**src/logic/pmfc_params.svh**
```systemverilog
// offsets, field positions, reset values and timing counts of the capability slice
`ifndef PMFC_PARAMS_SVH
`define PMFC_PARAMS_SVH

// ------------------------------------------------------------
// configuration byte offsets
// ------------------------------------------------------------
`define PMFC_OFF_PAYLOAD      8'h54
`define PMFC_OFF_RELEASE      8'h60
`define PMFC_OFF_TRIM         8'h61
`define PMFC_OFF_CAP_ID       8'h70
`define PMFC_OFF_NEXT_CAP     8'h71
`define PMFC_OFF_EXP_CAPS     8'h72
`define PMFC_OFF_EP_CAPS      8'h74

// ------------------------------------------------------------
// reset and constant values
// ------------------------------------------------------------
`define PMFC_RST_PAYLOAD      16'h0000
`define PMFC_VAL_RELEASE      8'h30
`define PMFC_RST_TRIM         6'h20
`define PMFC_VAL_CAP_ID       8'h10
`define PMFC_VAL_NEXT_CAP     8'hc0
`define PMFC_VAL_PORT_KIND    4'h0
`define PMFC_VAL_CAP_VERSION  4'h2
`define PMFC_RST_EP_CAPS      32'h0000_8fc3

// ------------------------------------------------------------
// field positions
// ------------------------------------------------------------
`define PMFC_TRIM_MSB         5
`define PMFC_SYS_LSB          4
`define PMFC_SCALE_LSB        26
`define PMFC_VALUE_LSB        18
`define PMFC_VEC_NUM_LSB      9

// ------------------------------------------------------------
// frame timing: base in bit times, bit times per trim step
// ------------------------------------------------------------
`define PMFC_FRAME_BASE       16'd59488
`define PMFC_STEP_BITS        16'd16

`endif

```
**src/logic/pmfc_pkg.sv**
```systemverilog
// types shared by the capability slice register bank
package pmfc_pkg;
   // configuration access from the link layer
   typedef struct packed {
      logic        rd;
      logic        wr;
      logic [7:0]  addr;
      logic [3:0]  be;
      logic [31:0] wdata;
   } pmfc_cfg_req_type;

   // received power limit message
   typedef struct packed {
      logic       valid;
      logic [9:0] payload;
   } pmfc_power_msg_type;

   // interrupt message write toward the transaction layer
   typedef struct packed {
      logic        valid;
      logic [15:0] data;
   } pmfc_msg_out_type;

   typedef enum logic [2:0] {
      PMFC_VEC_1, PMFC_VEC_2, PMFC_VEC_4, PMFC_VEC_8, PMFC_VEC_16, PMFC_VEC_32
   } pmfc_vec_count_type;
endpackage

```
**src/logic/pmfc_cap_regs.sv**
```systemverilog
// capability slice: message data, release number, frame trim, express caps
`include "pmfc_params.svh"

module pmfc_cap_regs (
   input  wire logic                        CLK,
   input  wire logic                        RESETN,
   input  wire logic                        GLOBAL_RESETN,
   input  wire logic                        CE,
   input  wire pmfc_pkg::pmfc_cfg_req_type  CFG_REQ,
   output logic [31:0]                      CFG_RDATA,
   output logic                             CFG_ACK,
   input  wire logic [2:0]                  ENABLED_VECTOR_COUNT,
   input  wire logic                        MSG_SIGNAL_EN,
   input  wire logic                        IRQ_REQ,
   input  wire logic [4:0]                  IRQ_INTERRUPTER,
   input  wire logic [4:0]                  CAP_VECTOR_NUMBER,
   input  wire pmfc_pkg::pmfc_power_msg_type POWER_MSG,
   output pmfc_pkg::pmfc_msg_out_type       MSG_OUT,
   output logic [5:0]                       FRAME_PERIOD_TRIM,
   output logic [15:0]                      FRAME_PERIOD,
   output logic                             FRAME_TICK
);
   import pmfc_pkg::*;

   // ------------------------------------------------------------
   // helpers
   // ------------------------------------------------------------
   // byte-enable merge of one lane group
   function automatic logic [31:0] merge_be(input logic [31:0] old_v,
                                            input logic [31:0] new_v,
                                            input logic [3:0]  be);
      logic [31:0] r;
      r = old_v;
      for (int i = 0; i < 4; i++) begin
         if (be[i]) begin
            r[i*8 +: 8] = new_v[i*8 +: 8];
         end
      end
      return r;
   endfunction

   // mask of low payload bits that may carry the vector number
   function automatic logic [4:0] vec_mask(input logic [2:0] cnt);
      logic [4:0] m;
      case (cnt)
         3'h1:    m = 5'h01;
         3'h2:    m = 5'h03;
         3'h3:    m = 5'h07;
         3'h4:    m = 5'h0f;
         3'h5:    m = 5'h1f;
         default: m = 5'h00;
      endcase
      return m;
   endfunction

   logic [15:0] payload_r;
   logic [5:0]  trim_r;
   logic [1:0]  scale_r;
   logic [7:0]  value_r;
   logic [31:0] rdata_r;
   logic        ack_r;
   logic        irq_s1_r;
   logic        irq_s2_r;
   logic        irq_s3_r;
   logic [4:0]  int_s1_r;
   logic [4:0]  int_s2_r;
   pmfc_msg_out_type msg_r;

   // ------------------------------------------------------------
   // address decode
   // ------------------------------------------------------------
   // dword-aligned word select; byte lanes pick the register inside
   wire [7:0]  word_addr   = {CFG_REQ.addr[7:2], 2'b00};
   wire        hit_payload = (word_addr == `PMFC_OFF_PAYLOAD);
   wire        hit_rel     = (word_addr == `PMFC_OFF_RELEASE);
   wire        hit_cap     = (word_addr == `PMFC_OFF_CAP_ID);
   wire        hit_ep      = (word_addr == `PMFC_OFF_EP_CAPS);
   wire [31:0] wr_payload  = merge_be({16'h0000, payload_r}, CFG_REQ.wdata, CFG_REQ.be);
   wire [31:0] wr_rel      = merge_be({16'h0000, 2'b00, trim_r, `PMFC_VAL_RELEASE},
                                      CFG_REQ.wdata, CFG_REQ.be);
   wire        do_wr       = CFG_REQ.wr && !ack_r;
   wire        do_rd       = CFG_REQ.rd && !ack_r;

   // ------------------------------------------------------------
   // read words and read select
   // ------------------------------------------------------------
   // endpoint kind
   wire [15:0] exp_caps    = {2'b00, CAP_VECTOR_NUMBER, 1'b0,
                              `PMFC_VAL_PORT_KIND, `PMFC_VAL_CAP_VERSION};
   wire [31:0] ep_caps     = `PMFC_RST_EP_CAPS
                           | {4'h0, scale_r, value_r, 18'h00000};
   wire [31:0] cap_word    = {exp_caps, `PMFC_VAL_NEXT_CAP, `PMFC_VAL_CAP_ID};
   wire [31:0] rel_word    = {16'h0000, 2'b00, trim_r, `PMFC_VAL_RELEASE};
   wire [31:0] rd_mux      = hit_payload ? {16'h0000, payload_r} :
                             hit_rel     ? rel_word :
                             hit_cap     ? cap_word :
                             hit_ep      ? ep_caps  : 32'h0000_0000;

   // ------------------------------------------------------------
   // message payload register
   // ------------------------------------------------------------
   // payload storage
   always_ff @(posedge CLK or negedge RESETN) begin
      if (!RESETN) begin
         payload_r <= `PMFC_RST_PAYLOAD;
      end else if (CE && do_wr && hit_payload) begin
         payload_r <= wr_payload[15:0];
      end
   end

   // ------------------------------------------------------------
   // frame trim, sticky
   // ------------------------------------------------------------
   // only global or power-on reset
   always_ff @(posedge CLK or negedge GLOBAL_RESETN) begin
      if (!GLOBAL_RESETN) begin
         trim_r <= `PMFC_RST_TRIM;
      end else if (CE && do_wr && hit_rel) begin
         trim_r <= wr_rel[`PMFC_TRIM_MSB + 8:8];
      end
   end

   // ------------------------------------------------------------
   // power limit capture
   // ------------------------------------------------------------
   // payload 9:8 scale, 7:0 value
   always_ff @(posedge CLK or negedge RESETN) begin
      if (!RESETN) begin
         scale_r <= 2'b00;
         value_r <= 8'h00;
      end else if (CE && POWER_MSG.valid) begin
         scale_r <= POWER_MSG.payload[9:8];
         value_r <= POWER_MSG.payload[7:0];
      end
   end

   // ------------------------------------------------------------
   // read answer
   // ------------------------------------------------------------
   // one-cycle ack; unmapped words read zero, writes there dropped
   always_ff @(posedge CLK or negedge RESETN) begin
      if (!RESETN) begin
         rdata_r <= 32'h0000_0000;
         ack_r   <= 1'b0;
      end else if (CE) begin
         ack_r   <= (CFG_REQ.rd || CFG_REQ.wr) && !ack_r;
         if (do_rd) begin
            rdata_r <= rd_mux;
         end
      end
   end

   // ------------------------------------------------------------
   // interrupt request synchroniser
   // ------------------------------------------------------------
   // request may come from another clock, so two stages first
   always_ff @(posedge CLK or negedge RESETN) begin
      if (!RESETN) begin
         irq_s1_r <= 1'b0;
         irq_s2_r <= 1'b0;
         irq_s3_r <= 1'b0;
         int_s1_r <= 5'h00;
         int_s2_r <= 5'h00;
      end else if (CE) begin
         irq_s1_r <= IRQ_REQ;
         irq_s2_r <= irq_s1_r;
         irq_s3_r <= irq_s2_r;
         int_s1_r <= IRQ_INTERRUPTER;
         int_s2_r <= int_s1_r;
      end
   end

   // ------------------------------------------------------------
   // message composition
   // ------------------------------------------------------------
   // fold interrupter modulo enabled count
   wire [4:0]  vmask      = vec_mask(ENABLED_VECTOR_COUNT);
   wire [4:0]  vec_num    = int_s2_r & vmask;
   wire [4:0]  low_bits   = (payload_r[4:0] & ~vmask) | vec_num;
   wire [15:0] msg_final  = {payload_r[15:5], low_bits};
   wire        irq_rise   = irq_s2_r && !irq_s3_r;

   always_ff @(posedge CLK or negedge RESETN) begin
      if (!RESETN) begin
         msg_r <= '0;
      end else if (CE) begin
         msg_r.valid <= irq_rise && MSG_SIGNAL_EN;
         if (irq_rise && MSG_SIGNAL_EN) begin
            msg_r.data <= msg_final;
         end
      end
   end

   // ------------------------------------------------------------
   // frame timer
   // ------------------------------------------------------------
   // sticky trim drives the one frame timer
   pmfc_frame_timer u_timer (
      .clk        (CLK),
      .resetn     (RESETN),
      .ce         (CE),
      .trim       (trim_r),
      .frame_tick (FRAME_TICK),
      .period     (FRAME_PERIOD)
   );

   // ------------------------------------------------------------
   // outputs
   // ------------------------------------------------------------
   assign CFG_RDATA         = rdata_r;
   assign CFG_ACK           = ack_r;
   assign MSG_OUT           = msg_r;
   assign FRAME_PERIOD_TRIM = trim_r;
endmodule

```
**src/logic/pmfc_frame_timer.sv**
```systemverilog
// start-of-frame counter with trim-adjusted period
`include "pmfc_params.svh"

module pmfc_frame_timer (
   input  wire logic        clk,
   input  wire logic        resetn,
   input  wire logic        ce,
   input  wire logic [5:0]  trim,
   output logic             frame_tick,
   output logic [15:0]      period
);
   import pmfc_pkg::*;

   logic [15:0] count_r;
   logic [15:0] count_nxt;
   logic        wrap;

   // ------------------------------------------------------------
   // period decode
   // ------------------------------------------------------------
   // period from trim
   // each trim step is sixteen bit times; top value still fits 16 bits
   assign period    = `PMFC_FRAME_BASE + `PMFC_STEP_BITS * {10'h000, trim};
   // new trim takes effect at once; a counter already past the new end wraps at the next edge
   assign wrap      = (count_r >= period - 16'd1);
   assign count_nxt = wrap ? 16'h0000 : count_r + 16'd1;

   // ------------------------------------------------------------
   // counter
   // ------------------------------------------------------------
   // free running frame counter
   always_ff @(posedge clk or negedge resetn) begin
      if (!resetn) begin
         count_r    <= 16'h0000;
         frame_tick <= 1'b0;
      end else if (ce) begin
         count_r    <= count_nxt;
         frame_tick <= wrap;
      end
   end
endmodule

```
**config.mk**
```make
export PLATFORM = sky130hd
export DESIGN_NAME = pmfc_cap_regs
export DESIGN_NICKNAME = d
export VERILOG_FILES = /design/src/logic/pmfc_pkg.sv /design/src/logic/pmfc_cap_regs.sv /design/src/logic/pmfc_frame_timer.sv
export VERILOG_INCLUDE_DIRS = /design/src /design/src/logic
export SDC_FILE = /design/constraint.sdc
export NUM_CORES = 1
export LEC_CHECK = 0
export ABC_AREA = 1
export ABC_CLOCK_PERIOD_IN_PS = 3050
export BUFFER_PORTS_ARGS = -buffer_cell sky130_fd_sc_hd__buf_2
export CAP_MARGIN = 30
export CORE_MARGIN = 2
export CORE_UTILIZATION = 45
export DETAILED_ROUTE_END_ITERATION = 7
export GPL_TIMING_DRIVEN = 1
export PLACE_DENSITY = 0.68
export SLEW_MARGIN = 20
export SYNTH_ARGS = -nofsm -noshare
export SYNTH_HDL_FRONTEND = slang
export SYNTH_SLANG_ARGS = --single-unit
```
**constraint.sdc**
```tcl
create_clock -name CLK -period 3.05 [get_ports CLK]
set_input_delay 0.1525 -clock CLK [delete_from_list [all_inputs] [get_ports CLK]]
set_output_delay 0.1525 -clock CLK [all_outputs]
set_load 0.03 [all_outputs]
```
# Word-level counts from Yosys, hierarchy flattened
# Cells that the tools add are included.
[word_totals] regBits=112 inputBits=76
[classes] addsub=3 n_lt_le_gt_ge=1 n_eq_ne=9 mux=6 bitwise=4 reduce_logical=17
[ops] cell="$mux W30" n=3
[ops] cell="$mux W28" n=1
[ops] cell="$pmux W5 S5" n=1
[ops] cell="$eq A6 B5 Y1 const B" n=4
[ops] cell="$add A16 B1 Y16 const B" n=1
[ops] cell="$ge A16 B16 Y1" n=1
[ops] cell="$mux W16" n=1
[ops] cell="$sub A16 B1 Y16 const B" n=1
[ops] cell="$add A14 B11 Y15 const A" n=1
[ops] cell="$and A5 B5 Y5" n=2
[ops] cell="$reduce_and A2 Y1" n=5
[ops] cell="$logic_and A1 B1 Y1" n=9
[ops] cell="$eq A3 B2 Y1 const B" n=2
[ops] cell="$eq A3 B3 Y1 const B" n=2
[ops] cell="$not A5 Y5" n=1
[ops] cell="$or A5 B5 Y5" n=1
[ops] cell="$eq A3 B1 Y1 const B" n=1
[ops] cell="$logic_not A1 Y1" n=2
[ops] cell="$logic_or A1 B1 Y1" n=1

# Depth between registers and ports, before layout
[logic_depth] ltp_word=5 mapped_depth=17 ltp_nobuf=17

# Modules after synthesis
# Synthesis repeated with hierarchy kept, for this count alone.
[unflattened] hier_cells=670 area_unflattened_um2=5584.1
[by_module_without_submodules] module="pmfc_cap_regs" instances=1 cells_each=464 area_each_um2=4027.6 seq_area_each_um2=2303.5
[by_module_without_submodules] module="pmfc_frame_timer" instances=1 cells_each=206 area_each_um2=1556.5 seq_area_each_um2=425.4

# Worst setup path before layout
# OpenSTA, ideal clock, no wires.
[synth_timing] path_type="flip-flop to flip-flop" start="register trim_r[1], in the netlist FRAME_PERIOD_TRIM[1]" end="register u_timer.count_r[10]" arrival_time_ns=3.163 t_required_ns=2.972 setup_slack_ns=-0.191 path_stages_with_launch=16 period_less_slack_ns=3.241 cell_sequence="dfrtp_1 -> inv_1 -> ha_1 -> xnor2_1 -> nor2_1 -> and2_1 -> nand2_1 -> nand2_1 -> inv_1 -> ha_1 -> nand3_1 -> nor2_1 -> a21oi_1 -> nand2_2 -> buf_4 -> a21oi_1"
[synth_via] elab_chain_cells=4
[synth_rtl] item="start: declaration" line_no="pmfc_cap_regs.sv:57" text="logic [5:0] trim_r;"
[synth_rtl] item="start signal: assignment" line_no="pmfc_cap_regs.sv:117" text="trim_r <= `PMFC_RST_TRIM;"
[synth_rtl] item="start signal: assignment" line_no="pmfc_cap_regs.sv:119" text="trim_r <= wr_rel[`PMFC_TRIM_MSB + 8:8];"
[synth_rtl] item="$add A14 B11 Y15 (no source line)"
[synth_rtl] item="net FRAME_PERIOD[5]" line_no="pmfc_cap_regs.sv:20" text="output logic [15:0] FRAME_PERIOD,"
[synth_rtl] item="$sub A16 B1 Y16" line_no="pmfc_frame_timer.sv:25" text="assign wrap = (count_r >= period - 16'd1);"
[synth_rtl] item="$ge A16 B16 Y1" line_no="pmfc_frame_timer.sv:25"
[synth_rtl] item="$mux W16" line_no="pmfc_frame_timer.sv:26" text="assign count_nxt = wrap ? 16'h0000 : count_r + 16'd1;"
[synth_rtl] item="end signal: assignment" line_no="pmfc_frame_timer.sv:37" text="count_r <= count_nxt;"
[synth_rtl] item="end: declaration" line_no="pmfc_frame_timer.sv:14" text="logic [15:0] count_r;"
# The timed path passes the listed nets, and every way through them passes these cells.
# A chain may end at the register's enable or synchronous reset.

# Worst setup path after layout
[layout_timing] start="register trim_r[1], in the netlist FRAME_PERIOD_TRIM[1]" end="register u_timer.count_r[6]"
[layout_via] elab_chain_cells=4
[layout_rtl] item="$add A14 B11 Y15 (no source line)"
[layout_rtl] item="$sub A16 B1 Y16" line_no="pmfc_frame_timer.sv:25"
[layout_rtl] item="$ge A16 B16 Y1" line_no="pmfc_frame_timer.sv:25"
[layout_rtl] item="$mux W16" line_no="pmfc_frame_timer.sv:26"
# No other way between the ends.

==> reports/qor.txt <==
Setup-failing EPs final: 0
Vias per Instance: 4.85
Worst Hold Class: input port to register
Crit Path Max Fanout: 17
final WL: 12,500 µm
synthesized area: 5340 µm²
highest clock rate: 379 MHz
Syn. warnings: 0
post-synthesis adder-cell area fraction: 3.28%
post-synthesis compound-gate area fraction: 6.49%
Max stage delay on crit path: 0.44 ns
post-synthesis mux area share: 1.69%
initial antenna violation count: 0
final slew viol count: 0
grt total ovfl: 0
Post-Synth Simple-Gate Area: 27.9%
post-synth top area cell: dfrtp_1
Net count, final: 869
GRT Util Overall: 20.1%
Synth cell types: 36
core area: 11,500 µm²
hold path depth: 3
Tmin final: 2.64 ns
Layout fillers: 1,063
commonest non-fill, non-tap cell in the layout: nand2_1
instance area after placement: 6000 µm²
largest family of logic cells by synthesized area: simple AND/OR/NAND/NOR gates
RSZ-0062 raised after global routing: false
Setup TNS Final: 0 ns
Required @ worst endpoint: 3.27 ns
worst slew pin tran: 0.700 ns
Post-Synth XOR/XNOR Area: 1.64%
slowest library cell on the worst path: dfrtp_1
CP endpoint kind: register
largest net degree at the start of global routing: 104
P&R area growth vs syn: 20.4%
Sink Count: 109
Placed Instances: 898
Slew HR: 53.3%
CTS buffer count: 9
Clock Latency Late Sink: 0.36 ns
Setup Skew: 0.00665 ns
gpl congestion: 0.875
row count: 39
Seq cells post-synth: 109
CTS tree: done
Pleak: 3.63 nW
Mapped Cells: 655
period utilization: 86.4%
critical-path cell list: inv_1, ha_1, inv_1, nand3_1, xor2_1, nand2_1, inv_1, nand2_1, nand2_1, inv_1, ha_1, nand3_1, nor3_1, nand2_1, nand2_2, a21oi_1
commonest non-fill, non-tap cells in the layout: nand2_1 (251), buf_2 (115), dfrtp_1 (108)
H-tree depth: 3
overall power: 3.63 mW
Max Root-Sink Buffers: 2
DR WL/cell: 13.4 µm
CTS Hold Bufs: 13
proportion of layout cells with a drive suffix above 1: 20.9%
DR DRC count: 8
root buf cell: clkbuf_16
Avg Cell Area, Syn: 8.15 µm²
VDD IR-drop max: 445 µV
post-layout util: 55.9%
CP Class: register to register
FF-to-FF path depth: 16
die area: 12,800 µm²
Initial Util: 46.4%
postcts setup bufs: 0
Critical Path Source Type: register
post-CTS resize count: 0
failing checks: DRC
synth top area cells: dfrtp_1 (51%), nand2_1 (18%), inv_1 (4.1%)
first-pass GRT wire length: 20,500 µm
Post-Layout Inst Area: 6430 µm²
number of global-route vias before repair: 4,256
top-area cell type share of the netlist area: 50.6%
fraction of the yosys area taken by sequential cells: 51.1%
# port buffers: 116
Fin. Hold Viols: 0
non-filler instance count after layout: 927
maxcap violations: 0
flop2flop setup slack: 0.41 ns
Initial DRC Count: 242
Worst-path clk slew: 0.07 ns
Routed Antenna Nets: 0
pwr dens: 565 nW/µm²
Boundary Pins: 149
Chip Height: 113 µm
Final HPWL DP: 8990 µm
arrival time at the worst endpoint: 2.86 ns
ANT cells: 0
Via Count: 4,499
Die Wd: 113 µm
1st-pass router iterations: 8
outcome: finished, violations left
==> final timing paths <==
path,endpoint,from
worst max-delay path,u_timer.count_r[6]$_DFFE_PN0P_,FRAME_PERIOD_TRIM[1]$_DFFE_PN0P_
worst min-delay path,int_s1_r[4]$_DFFE_PN0P_,IRQ_INTERRUPTER[4]
worst max register to register,u_timer.count_r[6]$_DFFE_PN0P_,FRAME_PERIOD_TRIM[1]$_DFFE_PN0P_
worst min register to register,MSG_OUT[14]$_DFFE_PN0P_,MSG_OUT[14]$_DFFE_PN0P_
max in group asynchronous,CFG_RDATA[10]$_DFFE_PN0P_,RESETN
min in group asynchronous,FRAME_PERIOD_TRIM[1]$_DFFE_PN0P_,GLOBAL_RESETN
==> area by class of cell <==
class	count	area [µm²]	share of cell area, %
Sequential cell	109	2730	42.4
Multi-Input combinational cell	465	2240	34.9
Timing Repair Buffer	132	748	11.6
Clock buffer	12	246	3.83
Inverter	62	233	3.62
Tap cell	143	179	2.78
Clock inverter	4	56.3	0.875
==> registers in the layout, indices dropped and copies added (netlist names) <==
signal              count
CFG_RDATA              29
MSG_OUT                17
payload_r              16
u_timer.count_r        16
value_r                 8
FRAME_PERIOD_TRIM       6
int_s1_r                5
int_s2_r                5
scale_r                 2
CFG_ACK                 1
irq_s1_r                1
irq_s2_r                1
irq_s3_r                1
u_timer.frame_tick      1
==> metrics by stage <==
stage	hold WS, ns	worst slack [ns]
floorplan	-0.143	0.0743
global placement	-0.0230	0.517
detailed placement	-0.0152	0.388
CTS	0.00352	0.366
global route	0.0180	0.0645
finish	0.00953	0.414
==> power by group <==
part	internal (mW)	leakage, nW	switching [mW]	total (mW)
Sequential	1.59	1.36	0.109	1.70
Clock	0.666	0.147	0.534	1.20
Combinational	0.250	2.13	0.485	0.735
==> routing by layer <==
layer  track usage, %  vias up  routed length [µm]
met3             4.07       16                 631
met4             7.24        0                 203
met5                0        -                   0
li1                 -     2287                   -
met2             32.0      109                5820
met1             27.4     2087                5820
==> cell families (layout without fill, tap and decap cells) <==
logic type                 Yosys count  after routing
DFF                                109            109
and+or+nand+nor                    356            356
other                                2             12
adders and majority gates           14             14
AOI/OAI and AO/OA                   65             65
buffers and inverters               91            210
xor gates and xnor gates            10             10
muxes                                8              8
==> critical path, delay by kind of cell, from the launching register on <==
| family | cells | cell delay (ns) |
|---|---|---|
| AOI/OAI and AO/OA | 1 | 0.12 |
| adders and majority gates | 2 | 0.52 |
| buffers and inverters | 4 | 0.28 |
| DFF | 1 | 0.44 |
| xor gates and xnor gates | 1 | 0.23 |
| and+or+nand+nor | 8 | 0.91 |
==> synth_stat cells <==
cell      count
inv_2         2
o21bai_1      4
inv_1        58
buf_2         5
xor2_1        7
xnor2_1       3
ha_1         14
nor2_1       39
buf_1         1
nor3_4        1
buf_4        16
clkinv_1      2
conb_1        2
and2_1        1
or2_2         5
dfstp_2       1
nand2_2       5
o21ai_1       2
o21ai_0      32
nand3_1      42
clkbuf_1      6
a31oi_1       1
nand4_2       1
nor2_4        3
mux2_2        8
nor3_1        1
a21oi_1      22
o211ai_1      3
nand2_1     251
buf_6         1
nor3_2        1
nor2_2        1
nand3_2       2
nand4_1       3
dfrtp_1     108
a21o_1        1
No activity file was read; power rests on OpenSTA's default activity.
